## src/pkg/bus_ctl_pkg.sv

```systemverilog
`default_nettype none
package bus_ctl_pkg;

	// ==========================================
	// cycle status codes, high bit first
	typedef logic [2:0] status_code_t;

	localparam status_code_t CODE_INT_ACK   = 3'h0;
	localparam status_code_t CODE_IO_READ   = 3'h1;
	localparam status_code_t CODE_IO_WRITE  = 3'h2;
	localparam status_code_t CODE_HALT      = 3'h3;
	localparam status_code_t CODE_FETCH     = 3'h4;
	localparam status_code_t CODE_MEM_READ  = 3'h5;
	localparam status_code_t CODE_MEM_WRITE = 3'h6;
	localparam status_code_t CODE_PASSIVE   = 3'h7;

	// direction mirrors the middle status bit
	localparam int DIR_BIT = 1;

	// ==========================================
	// bus states, two clocks long (two phases) except hold and a T4 or idle cut short by it
	typedef enum logic [2:0] {
		st_idle,
		st_t1,
		st_t2,
		st_t3,
		st_wait,
		st_t4,
		st_hold
	} bus_state_t;

	localparam logic PHASE_FIRST  = 1'h0;
	localparam logic PHASE_SECOND = 1'h1;

	// ==========================================
	// reset values
	localparam logic RST_LOW  = 1'h0;
	localparam logic RST_HIGH = 1'h1;

	// one-hot strobe order in the bus controller
	localparam int STB_MEM_RD  = 0;
	localparam int STB_MEM_WR  = 1;
	localparam int STB_IO_RD   = 2;
	localparam int STB_IO_WR   = 3;
	localparam int STB_INT_ACK = 4;
	localparam int STB_COUNT   = 5;

	function automatic logic is_write(input status_code_t code);
		return code[1] & ~code[0];
	endfunction : is_write

endpackage : bus_ctl_pkg
`default_nettype wire

```

## src/pkg/local_bus_if.sv

```systemverilog
`timescale 1ns/1ns
`default_nettype none
interface local_bus_if;
	import bus_ctl_pkg::*;

	logic         mode_select_pin;
	logic         bus_req;
	logic         ready;
	logic         bus_grant_ack;
	logic         xfer_direction_o;
	logic         xfer_direction_oe_n;
	logic         xcvr_output_enable_n_o;
	logic         xcvr_output_enable_n_oe_n;
	status_code_t cycle_status_o;
	logic         cycle_status_oe_n;

	// ==========================================
	// released lines float to logic one
	wire xfer_direction       = xfer_direction_oe_n ? 1'b1 : xfer_direction_o;
	wire xcvr_output_enable_n = xcvr_output_enable_n_oe_n ? 1'b1 : xcvr_output_enable_n_o;
	wire cycle_status_bit0    = cycle_status_oe_n ? 1'b1 : cycle_status_o[0];
	wire cycle_status_bit1    = cycle_status_oe_n ? 1'b1 : cycle_status_o[1];
	wire cycle_status_bit2    = cycle_status_oe_n ? 1'b1 : cycle_status_o[2];

	modport cpu (
		input  mode_select_pin,
		input  bus_req,
		input  ready,
		output bus_grant_ack,
		output xfer_direction_o,
		output xfer_direction_oe_n,
		output xcvr_output_enable_n_o,
		output xcvr_output_enable_n_oe_n,
		output cycle_status_o,
		output cycle_status_oe_n
	);

	modport board (
		output mode_select_pin,
		output bus_req,
		output ready,
		input  bus_grant_ack,
		input  xfer_direction,
		input  xcvr_output_enable_n,
		input  cycle_status_bit0,
		input  cycle_status_bit1,
		input  cycle_status_bit2
	);

endinterface : local_bus_if
`default_nettype wire

```

## src/bit_sync.sv

```systemverilog
`timescale 1ns/1ns
`default_nettype none
module bit_sync #(
	parameter int                 WIDTH     = 1,
	parameter logic [WIDTH-1:0]   RESET_VAL = '0
) (
	input  wire logic             clock,
	input  wire logic             resetn,
	input  wire logic             clk_en,
	input  wire logic [WIDTH-1:0] async_in,
	output var  logic [WIDTH-1:0] sync_out
);

	// ==========================================
	// two-flop chain per bit
	for (genvar i = 0; i < WIDTH; i++) begin : g_bit
		logic first;
		always_ff @(posedge clock or negedge resetn) begin
			if (!resetn) begin
				first       <= RESET_VAL[i];
				sync_out[i] <= RESET_VAL[i];
			end else if (clk_en) begin
				first       <= async_in[i];
				sync_out[i] <= first;
			end
		end
	end

endmodule : bit_sync
`default_nettype wire

```

## src/cpu_bus_end.sv

```systemverilog
// Summary of operation
// - minimum mode: direction high transmit, low receive
// - direction equals middle status bit, switching at second half of T4
// - direction valid preceding T4 through final T4
// - hold releases direction and enable to one
// - enable asserted for memory, I/O, interrupt acknowledge
// - read/acknowledge: enable mid T2 to mid T4
// - write: enable start T2 to mid T4
// - other master holds request high until acknowledged
// - acknowledge rises mid T4 or idle
// - outputs float together with the acknowledge
// - request low drops acknowledge; drive on next cycle
// - requester meets setup or synchronises its request
// - status coded T4,T1,T2; passive from T3/wait
// - leaving passive starts cycle, returning ends it
// - status floats to ones during grant
// - codes 000 ack, 001 I/O read, 010 I/O write
`timescale 1ns/1ns
`default_nettype none
module cpu_bus_end (
	input  wire logic              clock,
	input  wire logic              resetn,
	input  wire logic              clk_en,
	local_bus_if.cpu               bus,
	input  wire logic              cycle_req,
	input  wire bus_ctl_pkg::status_code_t cycle_kind,
	output var  logic              cycle_take,
	output var  logic              cycle_done,
	output var  logic              bus_released
);
	import bus_ctl_pkg::*;

	bus_state_t   state;
	bus_state_t   next_state;
	logic         phase;
	logic         mode_s;
	logic         hold_s;
	logic         ready_s;
	logic         lead;
	logic         in_cycle;
	logic         floating;
	logic         take;
	logic         ready_end;
	status_code_t next_code;
	status_code_t cur_code;
	status_code_t next_status;
	logic         next_dir;
	logic         next_den;
	logic [2:0]   settle;

	// ==========================================
	// pin synchronisers
	// requester timing
	bit_sync #(
		.WIDTH     (3),
		.RESET_VAL ({RST_HIGH, RST_LOW, RST_LOW})
	) u_sync (
		.clock    (clock),
		.resetn   (resetn),
		.clk_en   (clk_en),
		.async_in ({bus.mode_select_pin, bus.bus_req, bus.ready}),
		.sync_out ({mode_s, hold_s, ready_s})
	);

	// ==========================================
	// bus state sequencing
	assign ready_end = phase & ready_s & (state == st_t3 || state == st_wait);
	assign take      = phase & cycle_req &
		(((state == st_idle) & ~hold_s & settle[2]) | ready_end);

	always_comb begin
		next_state = state;
		unique case (state)
			st_idle: begin
				if (!phase && hold_s) begin
					next_state = st_hold;
				end else if (phase && cycle_req && !hold_s && settle[2]) begin
					next_state = st_t4;
				end
			end
			st_t4: begin
				if (!phase && !lead && hold_s) begin
					next_state = st_hold;
				end else if (phase) begin
					next_state = lead ? st_t1 : st_idle;
				end
			end
			st_t1: begin
				if (phase) begin
					next_state = st_t2;
				end
			end
			st_t2: begin
				if (phase) begin
					next_state = st_t3;
				end
			end
			st_t3, st_wait: begin
				if (phase) begin
					next_state = ready_s ? st_t4 : st_wait;
				end
			end
			st_hold: begin
				if (phase && !hold_s) begin
					next_state = st_idle;
				end
			end
		endcase
	end

	always_ff @(posedge clock or negedge resetn) begin
		if (!resetn) begin
			state <= st_idle;
			phase <= PHASE_FIRST;
		end else if (clk_en) begin
			state <= next_state;
			phase <= ~phase;
		end
	end

	// ==========================================
	// start-up: pins float until the strap is through the synchroniser
	always_ff @(posedge clock or negedge resetn) begin
		if (!resetn) begin
			settle <= '0;
		end else if (clk_en) begin
			settle <= {settle[1:0], RST_HIGH};
		end
	end

	// ==========================================
	// cycle codes
	always_ff @(posedge clock or negedge resetn) begin
		if (!resetn) begin
			next_code <= CODE_PASSIVE;
			cur_code  <= CODE_PASSIVE;
			lead      <= RST_LOW;
			in_cycle  <= RST_LOW;
		end else if (clk_en) begin
			if (take) begin
				next_code <= cycle_kind;
				lead      <= RST_HIGH;
			end else if (state == st_t4 && phase && lead) begin
				cur_code <= next_code;
				lead     <= RST_LOW;
			end
			// hold from a final T4 skips its second half
			if (state == st_t4 && (phase || next_state == st_hold)) begin
				in_cycle <= lead;
			end
		end
	end

	// ==========================================
	// float control
	always_ff @(posedge clock or negedge resetn) begin
		if (!resetn) begin
			floating <= RST_LOW;
		end else if (clk_en) begin
			if (next_state == st_hold) begin
				floating <= RST_HIGH;
			end else if (take) begin
				floating <= RST_LOW;
			end
		end
	end

	// ==========================================
	// output decode
	always_comb begin
		next_status = CODE_PASSIVE;
		next_dir    = cur_code[DIR_BIT];
		unique case (state)
			st_t4: begin
				if (lead) begin
					next_status = next_code;
				end
				// direction turns only once the enable is off
				if (lead && phase) begin
					next_dir = next_code[DIR_BIT];
				end
			end
			st_t1, st_t2: begin
				next_status = cur_code;
			end
			default: begin
				next_status = CODE_PASSIVE;
			end
		endcase
	end

	assign next_den = (cur_code != CODE_HALT) &
		(((state == st_t2) & (phase | is_write(cur_code))) |
		(state == st_t3) | (state == st_wait) |
		((state == st_t4) & ~phase & in_cycle));

	// ==========================================
	// registered pins
	always_ff @(posedge clock or negedge resetn) begin
		if (!resetn) begin
			bus.cycle_status_o            <= CODE_PASSIVE;
			bus.cycle_status_oe_n         <= RST_HIGH;
			bus.xfer_direction_o          <= RST_HIGH;
			bus.xfer_direction_oe_n       <= RST_HIGH;
			bus.xcvr_output_enable_n_o    <= RST_HIGH;
			bus.xcvr_output_enable_n_oe_n <= RST_HIGH;
			bus.bus_grant_ack             <= RST_LOW;
		end else if (clk_en) begin
			bus.cycle_status_o <= next_status;
			bus.cycle_status_oe_n <= mode_s | floating | ~settle[2];
			bus.xfer_direction_o <= next_dir;
			bus.xfer_direction_oe_n       <= ~mode_s | floating | ~settle[2];
			bus.xcvr_output_enable_n_o    <= ~next_den;
			bus.xcvr_output_enable_n_oe_n <= ~mode_s | floating | ~settle[2];
			bus.bus_grant_ack <= (state == st_hold);
		end
	end

	// ==========================================
	// user side
	always_ff @(posedge clock or negedge resetn) begin
		if (!resetn) begin
			cycle_take   <= RST_LOW;
			cycle_done   <= RST_LOW;
			bus_released <= RST_LOW;
		end else if (clk_en) begin
			cycle_take   <= take;
			cycle_done   <= ready_end;
			bus_released <= floating;
		end
	end

endmodule : cpu_bus_end
`default_nettype wire

```

## src/flat_wrapper.sv

```systemverilog
// flat-port wrapper written by rule: the top's interface ports become plain ports
module cpu_bus_end_flat import bus_ctl_pkg::*;
  (clock, resetn, clk_en, cycle_req, cycle_kind, cycle_take, cycle_done, bus_released, bus_mode_select_pin, bus_bus_req, bus_ready, bus_bus_grant_ack, bus_xfer_direction_o, bus_xfer_direction_oe_n, bus_xcvr_output_enable_n_o, bus_xcvr_output_enable_n_oe_n, bus_cycle_status_o, bus_cycle_status_oe_n);
  local_bus_if bus_i ();
  input  wire logic clock;
  input  wire logic resetn;
  input  wire logic clk_en;
  input  wire logic cycle_req;
  input  wire bus_ctl_pkg::status_code_t cycle_kind;
  output var  logic cycle_take;
  output var  logic cycle_done;
  output var  logic bus_released;
  input wire logic [$bits(bus_i.mode_select_pin)-1:0] bus_mode_select_pin;
  input wire logic [$bits(bus_i.bus_req)-1:0] bus_bus_req;
  input wire logic [$bits(bus_i.ready)-1:0] bus_ready;
  output wire logic [$bits(bus_i.bus_grant_ack)-1:0] bus_bus_grant_ack;
  output wire logic [$bits(bus_i.xfer_direction_o)-1:0] bus_xfer_direction_o;
  output wire logic [$bits(bus_i.xfer_direction_oe_n)-1:0] bus_xfer_direction_oe_n;
  output wire logic [$bits(bus_i.xcvr_output_enable_n_o)-1:0] bus_xcvr_output_enable_n_o;
  output wire logic [$bits(bus_i.xcvr_output_enable_n_oe_n)-1:0] bus_xcvr_output_enable_n_oe_n;
  output wire logic [$bits(bus_i.cycle_status_o)-1:0] bus_cycle_status_o;
  output wire logic [$bits(bus_i.cycle_status_oe_n)-1:0] bus_cycle_status_oe_n;
  assign bus_i.mode_select_pin = bus_mode_select_pin;
  assign bus_i.bus_req = bus_bus_req;
  assign bus_i.ready = bus_ready;
  assign bus_bus_grant_ack = bus_i.bus_grant_ack;
  assign bus_xfer_direction_o = bus_i.xfer_direction_o;
  assign bus_xfer_direction_oe_n = bus_i.xfer_direction_oe_n;
  assign bus_xcvr_output_enable_n_o = bus_i.xcvr_output_enable_n_o;
  assign bus_xcvr_output_enable_n_oe_n = bus_i.xcvr_output_enable_n_oe_n;
  assign bus_cycle_status_o = {>>{bus_i.cycle_status_o}};
  assign bus_cycle_status_oe_n = bus_i.cycle_status_oe_n;
  cpu_bus_end u_core (.clock(clock), .resetn(resetn), .clk_en(clk_en), .bus(bus_i), .cycle_req(cycle_req), .cycle_kind(cycle_kind), .cycle_take(cycle_take), .cycle_done(cycle_done), .bus_released(bus_released));
endmodule
```

## config.mk

```make
export PLATFORM = sky130hd
export DESIGN_NAME = cpu_bus_end_flat
export DESIGN_NICKNAME = d
export VERILOG_FILES = /design/src/pkg/bus_ctl_pkg.sv /design/src/pkg/local_bus_if.sv /design/src/bit_sync.sv /design/src/cpu_bus_end.sv /design/src/flat_wrapper.sv
export SDC_FILE = /design/constraint.sdc
export NUM_CORES = 1
export LEC_CHECK = 0
export BUFFER_PORTS_ARGS = -buffer_cell sky130_fd_sc_hd__clkbuf_2
export CAP_MARGIN = 25
export CORE_MARGIN = 2
export CORE_UTILIZATION = 35
export DETAILED_ROUTE_END_ITERATION = 12
export PLACE_DENSITY = 0.53
export SKIP_CTS_REPAIR_TIMING = 1
export SYNTH_ARGS = -nofsm -noshare
export SYNTH_HDL_FRONTEND = slang
export SYNTH_SLANG_ARGS = --single-unit
```

## constraint.sdc

```tcl
create_clock -name clock -period 4 [get_ports clock]
set_clock_uncertainty 0.1 [all_clocks]
set_input_delay 0.4 -clock clock [delete_from_list [all_inputs] [get_ports clock]]
set_output_delay 0.4 -clock clock [all_outputs]
set_load 0.01 [all_outputs]
```

## Yosys cells after proc, flatten, opt, wreduce, memory -nomap -nowiden

Cells that the tools add are included.

| cells by class | value |
|---|---|
| divide/modulo/power cells | 0 |
| bitwise gates (word level) | 27 |
| add/subtract/negate cells | 0 |
| muxes and demuxes | 19 |
| shift-type cells | 0 |
| equal/unequal tests | 8 |
| reduce and logical (&&, ||, !) cells | 26 |
| order comparisons | 0 |
| multiply operators | 0 |

Operators with widths:

| kind | number |
|---|---|
| 3-bit two-way mux | 9 |
| 3-bit case mux with 6 select lines | 1 |
| 3-bit == test, second input constant | 4 |
| 1-bit bitwise AND | 11 |
| 1-bit logical AND | 11 |
| 1-bit bitwise OR | 9 |
| 1-bit two-way mux | 8 |
| 2-bit AND reduction | 4 |
| 1-bit NOT | 7 |
| 3-bit by 2-bit == test with 1-bit output, second input constant | 2 |
| 3-bit case mux with 2 select lines | 1 |
| 2-bit nonzero test | 2 |
| 2-bit OR reduction | 2 |
| 3-bit by 1-bit == test with 1-bit output, second input constant | 1 |
| 1-bit logical NOT | 3 |
| 3-bit logical NOT | 1 |
| 3-bit by 2-bit inequality test with 1-bit output, second input constant | 1 |
| 3-bit AND reduction | 1 |
| 1-bit logical OR | 2 |

| storage, ports and cells | value |
|---|---|
| memory bits (writable) | 0 |
| word-level logic and storage cells | 103 |
| latch bits | 0 |
| memories | 0 |
| input bits | 10 |
| bits in read-only memories | 0 |
| output and inout port bits | 12 |
| bits in registers | 33 |

## Depth between registers and ports, before layout

Gate-level depths: netlist of run 1.

| depth | value |
|---|---|
| word-level depth | 10 |
| depth in mapped cells | 8 |

## Hierarchy

Synthesis of run 1 repeated with hierarchy kept, for this count alone.

| second synthesis, totals | value |
|---|---|
| cells, all modules | 157 |
| area total of the unflattened synthesis | 1764.2 sq um |

Modules (own cells, without submodules):

| module | seq. area each (sq um) | area each (sq um) | cells each | instances |
|---|---|---|---|---|
| cpu_bus_end | 691.9 | 1510.2 | 144 | 1 |
| bit_sync | 152.6 | 254.0 | 13 | 1 |

## Least setup slack after synthesis of run 1

OpenSTA, ideal clock, no wires.

| timing path | value |
|---|---|
| path kind | register to register |
| start | register u_core.state[0] |
| end | register u_core.next_code[0] |
| cell stages (with the launch flop) | 7 |
| slack | 2.344 ns |
| data required time | 3.818 ns |
| data arrival time | 1.474 ns |
| setup time | 0.082 ns |
| clock period less this slack | 1.656 ns |
| buffers on the path | 1 |
| cell sequence | dfrtp_1 buf_4 nor2_2 nand2_1 a21oi_1 o2111a_2 mux2_2 |

| on the way | value |
|---|---|
| longest elaborated chain between the ends | 6 |
| elaborated cells between the ends (all ways) | 10 |
| classes of those cells | eq/ne: 2; bitwise: 5; reduce/logical: 3 |

RTL lines:

| item | RTL line | text |
|---|---|---|
| start: declaration | cpu_bus_end.sv:33 | `bus_state_t state;` |
| start signal: assignment | cpu_bus_end.sv:113 | `state <= st_idle;` |
| start signal: assignment | cpu_bus_end.sv:116 | `state <= next_state;` |
| 3-bit logical NOT, or another cell as far along | cpu_bus_end.sv:69 | `(((state == st_idle) & ~hold_s & settle[2]) \| ready_end);` |
| 1-bit bitwise AND or 1-bit logical OR (tied branches) | cpu_bus_end.sv:69, cpu_bus_end.sv:67 |  |
| 1-bit bitwise AND, on equally long branches | cpu_bus_end.sv:69, cpu_bus_end.sv:67 |  |
| 1-bit bitwise OR (*) | cpu_bus_end.sv:69 |  |
| 1-bit bitwise AND (*) | cpu_bus_end.sv:68 | `assign take = phase & cycle_req &` |
| 2-bit AND reduction (no source line) (*) | n/a |  |
| end signal: assignment | cpu_bus_end.sv:141 | `next_code <= cycle_kind;` |
| end: declaration | cpu_bus_end.sv:44 | `status_code_t next_code;` |

Mark *: on every way between the ends. The rest lies on a longest branch, timed or not.
A chain may end at the register's enable or synchronous reset.

## Worst setup path in the final report of run 1

| timing path | value |
|---|---|
| start | register u_core.state[2] |
| end | register u_core.in_cycle |

| on the way | value |
|---|---|
| longest elaborated chain between the ends | 7 |
| elaborated cells between the ends (all ways) | 21 |
| classes of those cells | eq/ne: 7; mux: 9; reduce/logical: 5 |

RTL lines:

| item | RTL line | text |
|---|---|---|
| 3-bit == test, or another cell as far along | cpu_bus_end.sv:73 | `unique case (state)` |
| 2-bit OR reduction, or another cell as far along | cpu_bus_end.sv:73 |  |
| 3-bit case mux with 6 select lines | cpu_bus_end.sv:73 |  |
| 3-bit == test | cpu_bus_end.sv:148 | `if (state == st_t4 && (phase \|\| next_state == st_hold)) begin` |
| 1-bit logical OR | cpu_bus_end.sv:148 |  |
| 1-bit logical AND (*) | cpu_bus_end.sv:148 |  |
| 2-bit AND reduction (no source line) (*) | n/a |  |
| end signal: assignment | cpu_bus_end.sv:149 | `in_cycle <= lead;` |
| end: declaration | cpu_bus_end.sv:40 | `logic in_cycle;` |

Marked as above.

==> run metrics, run 1 <==
vias in the first global route approximately 1300; fin nets around 190; drt total wl approximately 3.7 mm; Crit. Startpoint u_core.state[2]; post-synthesis register bit count 33; Inst Count DP around 240; status completed; routability cong. between 0.8 and 0.9; H-tree Lvls 2; fraction of registers with async set/reset 1.000; FF-to-FF Start u_core.state[2]; area leader, netlist dfrtp_1; R2R setup slack between 1.5 and 2 ns; crit path launch type register; FF-to-FF End u_core.in_cycle; Power, Total roughly 1400 uW; RSZ-0062 raised after global routing no; Syn Inst Count about 170; Mapped Area approximately 1800 um2; antenna violations before repair 0; final setup fails 0; DRC 0; number of slew-limit violations in the final report 0; DRT antenna net count 0; WS Path Type register to register; setup TNS 0 ns; Syn Area/Cell around 11 um2; R2R depth 6; WL/cell about 15 um; Critical Path Fanout Max 29; Yosys top cell area share 0.2562; Ant. Diodes 0; largest net degree at the start of global routing 34; total CTS buffers 5; Clk Latency, worst-skew pair a little under 0.3 ns; total of max-cap violations 0; die height about 75 um; DIE WIDTH 74.87 um; Initial Utilization 0.3673; layout cells sized above 1 0.3846; first-pass GRT wire length ~6.5 mm; clk buf depth 2; DR vias around 1300; I/O Buffers 21; GRT Residual Overflow 0; Tcrit/Tclk final 0.5684; fin cells 249; min cycle time layout 2.274 ns; Reg clk slew, reported paths about 0.07 ns; Final HPWL DP between 2 and 2.5 mm; Critical Path RT about 4.1 ns; Mapped Nets between 150 and 200; Layout area overhead 11.25%; DR pass1 iterations 4; Post-synth EDFFs 0; die area 5606 um2; core area 4786 um2; Core Util, Final 0.4086; IO Pins 22; Synth Flop Type dfrtp_1; worst hold path type input port to asynchronous set/reset pin; Slew HR 0.3859; Yosys warnings 0; clk root buf clkbuf_8; Cell variety after synth 43; Global Route Usage Sum 0.1541; PD cells between 700 and 800 nW/um2; sequential area share after synthesis 0.4804; CTS tree yes; Fin Hold WS between 0.09 and 0.1 ns; Via density between 5 and 6; CTS Sinks 33; Slew @ Worst Pin roughly 0.9 ns; Hold Vio Cnt, Final 0; Detailed Route Iter0 Violations 78; Worst EP arrival 2.34 ns; fmax around 440 MHz; static leakage ~0.00081 uW; Crit. End Element register; Max rail drop VDD 0.3409 mV; largest cells by area after synthesis dfrtp_1 (26%), dfstp_2 (22%), mux2_2 (12%), a21oi_1 (4.6%), nand2_1 (2.8%); Rows 25
[sequential cells by signal (all words and copies together) (netlist names), 3 cells and up]
register                   cells
u_core.next_code               3
u_core.cur_code                3
u_core.u_sync.sync_out         3
u_core.settle                  3
u_core.state                   3
u_core.u_sync.g_bit.first      3
u_core.bus.cycle_status_o      3
[power by group]
group	switching, uW	internal, uW	total (uW)
combinational	235	237	471
clock	117	140	257
sequential	185	465	650
[cell usage after synthesis, types with 2 or more instances]
cell       number
a21oi_1        16
o2bb2ai_1       2
nor3_1          3
o22ai_1         3
nor3b_1         2
dfrtp_1        18
inv_1           5
buf_1           2
a21o_1          4
nor2_1         12
and4b_1         2
dfstp_2        15
nand3b_1        2
buf_4           5
nand2b_1        6
nand2_1        13
buf_2           5
a31oi_1         3
mux2_2         18
o21ai_0         7
[cells by family (layout without fill, tap and decap cells)]
kind of cell           Yosys count  in the layout  share of synthesized area
flip-flops                      33             33                     0.4804
XOR/XNOR                         1              1                   0.004983
multiplexers                    19             19                     0.1210
AO/OA/AOI/OAI                   44             44                     0.1673
buffers and inverters           18             34                    0.05694
AND/OR/NAND/NOR                 51             51                     0.1694
[per-layer routing]
metal / global-route usage / part of all wire
met5: 0 / 0
met4: 0.08532 / 0.022
met3: 0.03614 / 0.035
met2: 0.2466 / 0.48
met1: 0.1919 / 0.46
[how the worst max path moves through the flow]
stage | slack [ns] | depth (start not counted) | end
6_report | 1.73 | 6 | u_core.in_cycle
5_1_grt | 1.59 | 6 | u_core.floating
4_1_cts | 1.75 | 6 | u_core.in_cycle
3_5_place_dp | 1.76 | 6 | u_core.in_cycle
3_3_place_gp | 1.88 | 6 | u_core.in_cycle
2_1_floorplan | 2.34 | 6 | u_core.next_code[0]
[critical path, stage by stage, from the launching register on]
cell and delay, ns:
dfrtp_1 0.95, and4b_1 0.29, a31oi_2 0.16, nand3_2 0.11
a221oi_2 0.24, o31a_1 0.22, o211ai_2 0.08
[layout make-up]
| class | count | area, um2 |
|---|---|---|
| Inverter | 5 | 18.77 |
| Tap cell | 67 | 83.83 |
| Multi-Input combinational cell | 115 | 813.3 |
| Timing Repair Buffer | 21 | 105.1 |
| Clock buffer | 8 | 90.09 |
| Sequential cell | 33 | 844.6 |
| Fill cell | 471 | 2830 |
[placed cells by master (no fill, tap or decap), drive strengths merged, types with 2 or more instances in the layout]
master,Yosys,final
o2bb2ai,2,2
nor3,4,4
a21o,4,4
o21ai,7,7
a31oi,4,4
dfstp,15,15
dfrtp,18,18
nand2b,6,6
o22ai,3,3
nand3,2,2
mux2,18,18
nand3b,2,2
nor2b,2,2
nor2,13,13
nand2,13,13
clkbuf,0,29
a21oi,16,16
nor3b,2,2
and4b,2,2
inv,5,5
[per-stage QoR]
stage               worst slack, ns  instance area (um2)
finish                        1.726                 1956
global route                  1.593                 1956
CTS                           1.754                 1956
detailed placement            1.764                 1866
global placement              1.882                 1866
floorplan                     2.344                 1758
No activity file was read; power rests on OpenSTA's default activity.
==> inputs of run 2 (changes only) <==
- clock period: 4 -> 2.3 ns (I/O delays scaled with it)
==> run metrics, run 2 (synthesis results as in run 1) <==
Initial Utilization 0.3673; Rows 25; DR vias ~1300; die height around 75 um; Detailed Route Iter0 Violations between 90 and 100; WS Path Type register to register; Clk network pwr share 0.169; first-pass GRT wire length between 5 and 6 mm; worst hold path type input port to register; clk buf depth 2; Logic pwr share 0.405; fmax between 400 and 500 MHz; RSZ-0062 raised after global routing no; final setup fails 0; DR pass1 iterations 4; die area ~5600 um2; min cycle time layout between 2 and 2.5 ns; antenna violations before repair 0; DIE WIDTH 74.87 um; clk root buf clkbuf_8; Slew HR 0.4830; Sw Pwr approximately 910 uW; Global Route Usage Sum 0.1346; crit path launch type register; vias in the first global route roughly 1200; internal cell power approximately 1500 uW; H-tree Lvls 2; layout cells sized above 1 0.3968; CTS Sinks 33; Max rail drop VDD around 0.53 mV; Hold Vio Cnt, Final 0; CTS tree yes; Critical Path RT 2.41 ns; part of the power in registers 0.426; # fillers ~470; static leakage about 0.00084 uW; status completed; number of slew-limit violations in the final report 0; most common library cell in the layout ignoring fill and taps clkbuf_2; IO Pins 22; total CTS buffers 5; setup TNS 0 ns; routability cong. 0.7951; dpl ws between 0.2 and 0.3 ns; Ant. Diodes 0; Clk Latency, worst-skew pair between 0.2 and 0.3 ns; core area 4786 um2; Reg clk slew, reported paths 0.06 ns; fin nets 198; Core Util, Final 0.4180; largest net degree at the start of global routing 34; Switching Share 0.3792; Tcrit/Tclk final 0.8819; Setup WS post-layout between 0.2 and 0.3 ns; GRT Residual Overflow 0; DRC 0; total of max-cap violations 0; Critical Path Fanout Max 18; Via density roughly 5; Layout area overhead 13.81%; I/O Buffers 21; WL/cell ~13 um; drt total wl 3.417 mm; Final HPWL DP between 2 and 2.5 mm; Crit. End Element register; Worst EP arrival ~2.1 ns; DRT antenna net count 0; Slew @ Worst Pin just under 0.8 ns; commonest cells after routing, fill and taps aside clkbuf_2 (21), mux2_2 (18), dfrtp_1 (18); PD cells between 1000 and 1500 nW/um2
-- run 2: changes by cell type in the layout (fill, tap and decap cells not counted), sizes merged --
cell,before,now
buf,0,6
dlygate4sd3,0,1
-- run 2: path summary, 6_finish.rpt --
| path | from | endpoint | cells past startpoint | slack [ns] |
|---|---|---|---|---|
| worst max-delay path | u_core.state[1] | u_core.next_code[1] | 5 | 0.27 |
| worst min-delay path | bus_mode_select_pin | u_core.u_sync.g_bit[2].first | 2 | 0.08 |
| worst min register to register | u_core.settle[0] | u_core.settle[0] | 1 | 0.37 |
| min in group asynchronous | resetn | u_core.bus.bus_grant_ack | 2 | 0.46 |
| max in group asynchronous | resetn | u_core.lead | 2 | 1.15 |
| worst max register to register | u_core.state[1] | u_core.next_code[1] | 5 | 0.27 |
-- run 2: power by group through the flow --
| stage | registers [uW] | logic (uW) | clock network (uW) |
|---|---|---|---|
| 3_5_place_dp | 1030 | 974 | 0 |
| 4_1_cts | 1020 | 979 | 420 |
| 5_1_grt | 1060 | 1090 | 444 |
| 2_1_floorplan | 945 | 837 | 0 |
| 3_3_place_gp | 1020 | 974 | 0 |
| 6_report | 1020 | 973 | 405 |
-- run 2: metrics by stage --
stage	instance area (um2)	power, uW	instances	hold slack, ns
after floorplan	1758	1781	166	-0.1656
after global placement	1911	1997	247	0.2425
after detailed placement	1911	2005	247	0.2494
after CTS	1991	2423	255	-0.05289
after global routing	2001	2587	256	0.08284
final	2001	2401	256	0.08051
-- run 2: layer usage --
layer,wire (um),track usage
met1,1626,0.1797
met2,1629,0.2125
met3,120,0.03481
met4,40,0.04762
met5,0,0
-- run 2: final cells by class --
class                           count  area, um2  share of cell area
Sequential cell                    33      844.6              0.4221
Multi-Input combinational cell    115      813.3              0.4065
Timing Repair Buffer               28      160.2             0.08005
Tap cell                           67      83.83             0.04190
Clock buffer                        8      80.08             0.04002
Inverter                            5      18.77            0.009381
-- run 2: critical path: stages, from the launching register on --
cell and delay (ns):
dfrtp_1 0.59, nor2_2 0.26, nand2_1 0.08, a21oi_1 0.23
o2111a_2 0.34, mux2_2 0.35
==> inputs of run 3 (changes only) <==
- CORE_UTILIZATION: 35 -> 40
- PLACE_DENSITY: 0.53 -> 0.59
==> run metrics, run 3 (synthesis results as in run 1) <==
status completed; CTS Sinks 33; Rows 24; Hold Vio Cnt, Final 0; I/O Buffers 21; DR pass1 iterations 4; Reg clk slew, reported paths 0.07 ns; commonest cells after routing, fill and taps aside clkbuf_2 (21), mux2_2 (18), dfrtp_1 (18); worst hold path type input port to register; static leakage around 0.00085 uW; Worst EP arrival 2.15 ns; crit path launch type register; DR vias about 1300; first-pass GRT wire length about 6.3 mm; Clk Latency, worst-skew pair roughly 0.28 ns; Detailed Route Iter0 Violations 89; Max rail drop VDD 0.5446 mV; Tcrit/Tclk final 0.8851; WL/cell 14.89 um; Layout area overhead 13.10%; min cycle time layout between 2 and 2.5 ns; number of slew-limit violations in the final report 0; setup TNS 0 ns; DRT antenna net count 0; most common library cell in the layout ignoring fill and taps clkbuf_2; final setup fails 0; Initial Utilization 0.4094; H-tree Lvls 2; routability cong. a little under 0.9; PD cells roughly 1200 nW/um2; Setup WS post-layout around 0.26 ns; fin nets 196; core area between 4000 and 5000 um2; IO Pins 22; Slew HR 0.4564; DIE WIDTH approximately 70 um; Slew @ Worst Pin around 0.82 ns; WS Path Type register to register; Global Route Usage Sum 0.1592; antenna violations before repair 0; die height between 70 and 80 um; # fillers about 420; GRT Residual Overflow 0; Final HPWL DP about 2.6 mm; clk buf depth 2; largest net degree at the start of global routing 34; dpl ws between 0.2 and 0.3 ns; drt total wl ~3.6 mm; CTS tree yes; fmax between 400 and 500 MHz; total of max-cap violations 0; Via density between 5 and 6; Critical Path Fanout Max 18; layout cells sized above 1 0.4064; Ant. Diodes 0; fin cells about 240; clk root buf clkbuf_8; Critical Path RT about 2.4 ns; DRC 0; Crit. End Element register; die area between 4000 and 5000 um2; Inst Count DP 230; vias in the first global route ~1300; Fin Hold WS 0.07778 ns; RSZ-0062 raised after global routing no; total CTS buffers 5
-- run 3: cell types whose count changed in the layout (fill, tap and decap cells not counted) --
cell	previous run	this run
clkbuf_8	5	7
clkinv_2	0	1
clkbuf_1	3	0
buf_4	6	4
-- run 3: layout make-up --
type	count	area, um2	share of cell area
clock inverters	1	5.005	0.002517
clock buffers	7	96.34	0.04846
well taps	52	65.06	0.03272
inverters	5	18.77	0.009440
repair buffers	26	145.1	0.07300
multi-input cells	115	813.3	0.4091
flip-flops and latches	33	844.6	0.4248
-- run 3: worst paths after layout --
path	startpoint	endpoint	slack, ns	cells past startpoint
setup / recovery	u_core.state[1]	u_core.next_code[0]	0.26	5
hold / removal	bus_mode_select_pin	u_core.u_sync.g_bit[2].first	0.08	2
setup reg to reg	u_core.state[1]	u_core.next_code[0]	0.26	5
hold reg to reg	u_core.settle[0]	u_core.settle[0]	0.36	1
max in group asynchronous	resetn	u_core.cycle_take	1.11	2
min in group asynchronous	resetn	u_core.u_sync.sync_out[0]	0.47	2
-- run 3: per-stage QoR --
stage | power [uW] | area [um2] | utilization
6_report | 2471 | 1988 | 0.4630
5_1_grt | 2655 | 1988 | 0.4630
4_1_cts | 2482 | 1978 | 0.4607
3_5_place_dp | 2001 | 1877 | 0.4371
3_3_place_gp | 1968 | 1877 | 0.4371
2_1_floorplan | 1781 | 1758 | -
-- run 3: power by group --
group          switching, uW  internal (uW)  total (uW)
clock                    205            270         475
sequential               252            810        1060
combinational            489            444         933
-- run 3: per-layer routing --
layer | share of wire | global-route usage | wire (um)
met5 | 0 | 0 | 0
met1 | 0.45 | 0.1943 | 1618
met2 | 0.48 | 0.2715 | 1702
met3 | 0.042 | 0.03319 | 149
met4 | 0.025 | 0.06624 | 89
-- run 3: worst max-delay path, cell delays in order (launching register included) --
cell and delay [ns]:
dfrtp_1 0.60, nor2_2 0.26, nand2_1 0.09, a21oi_1 0.20, o2111a_2 0.35, mux2_2 0.35
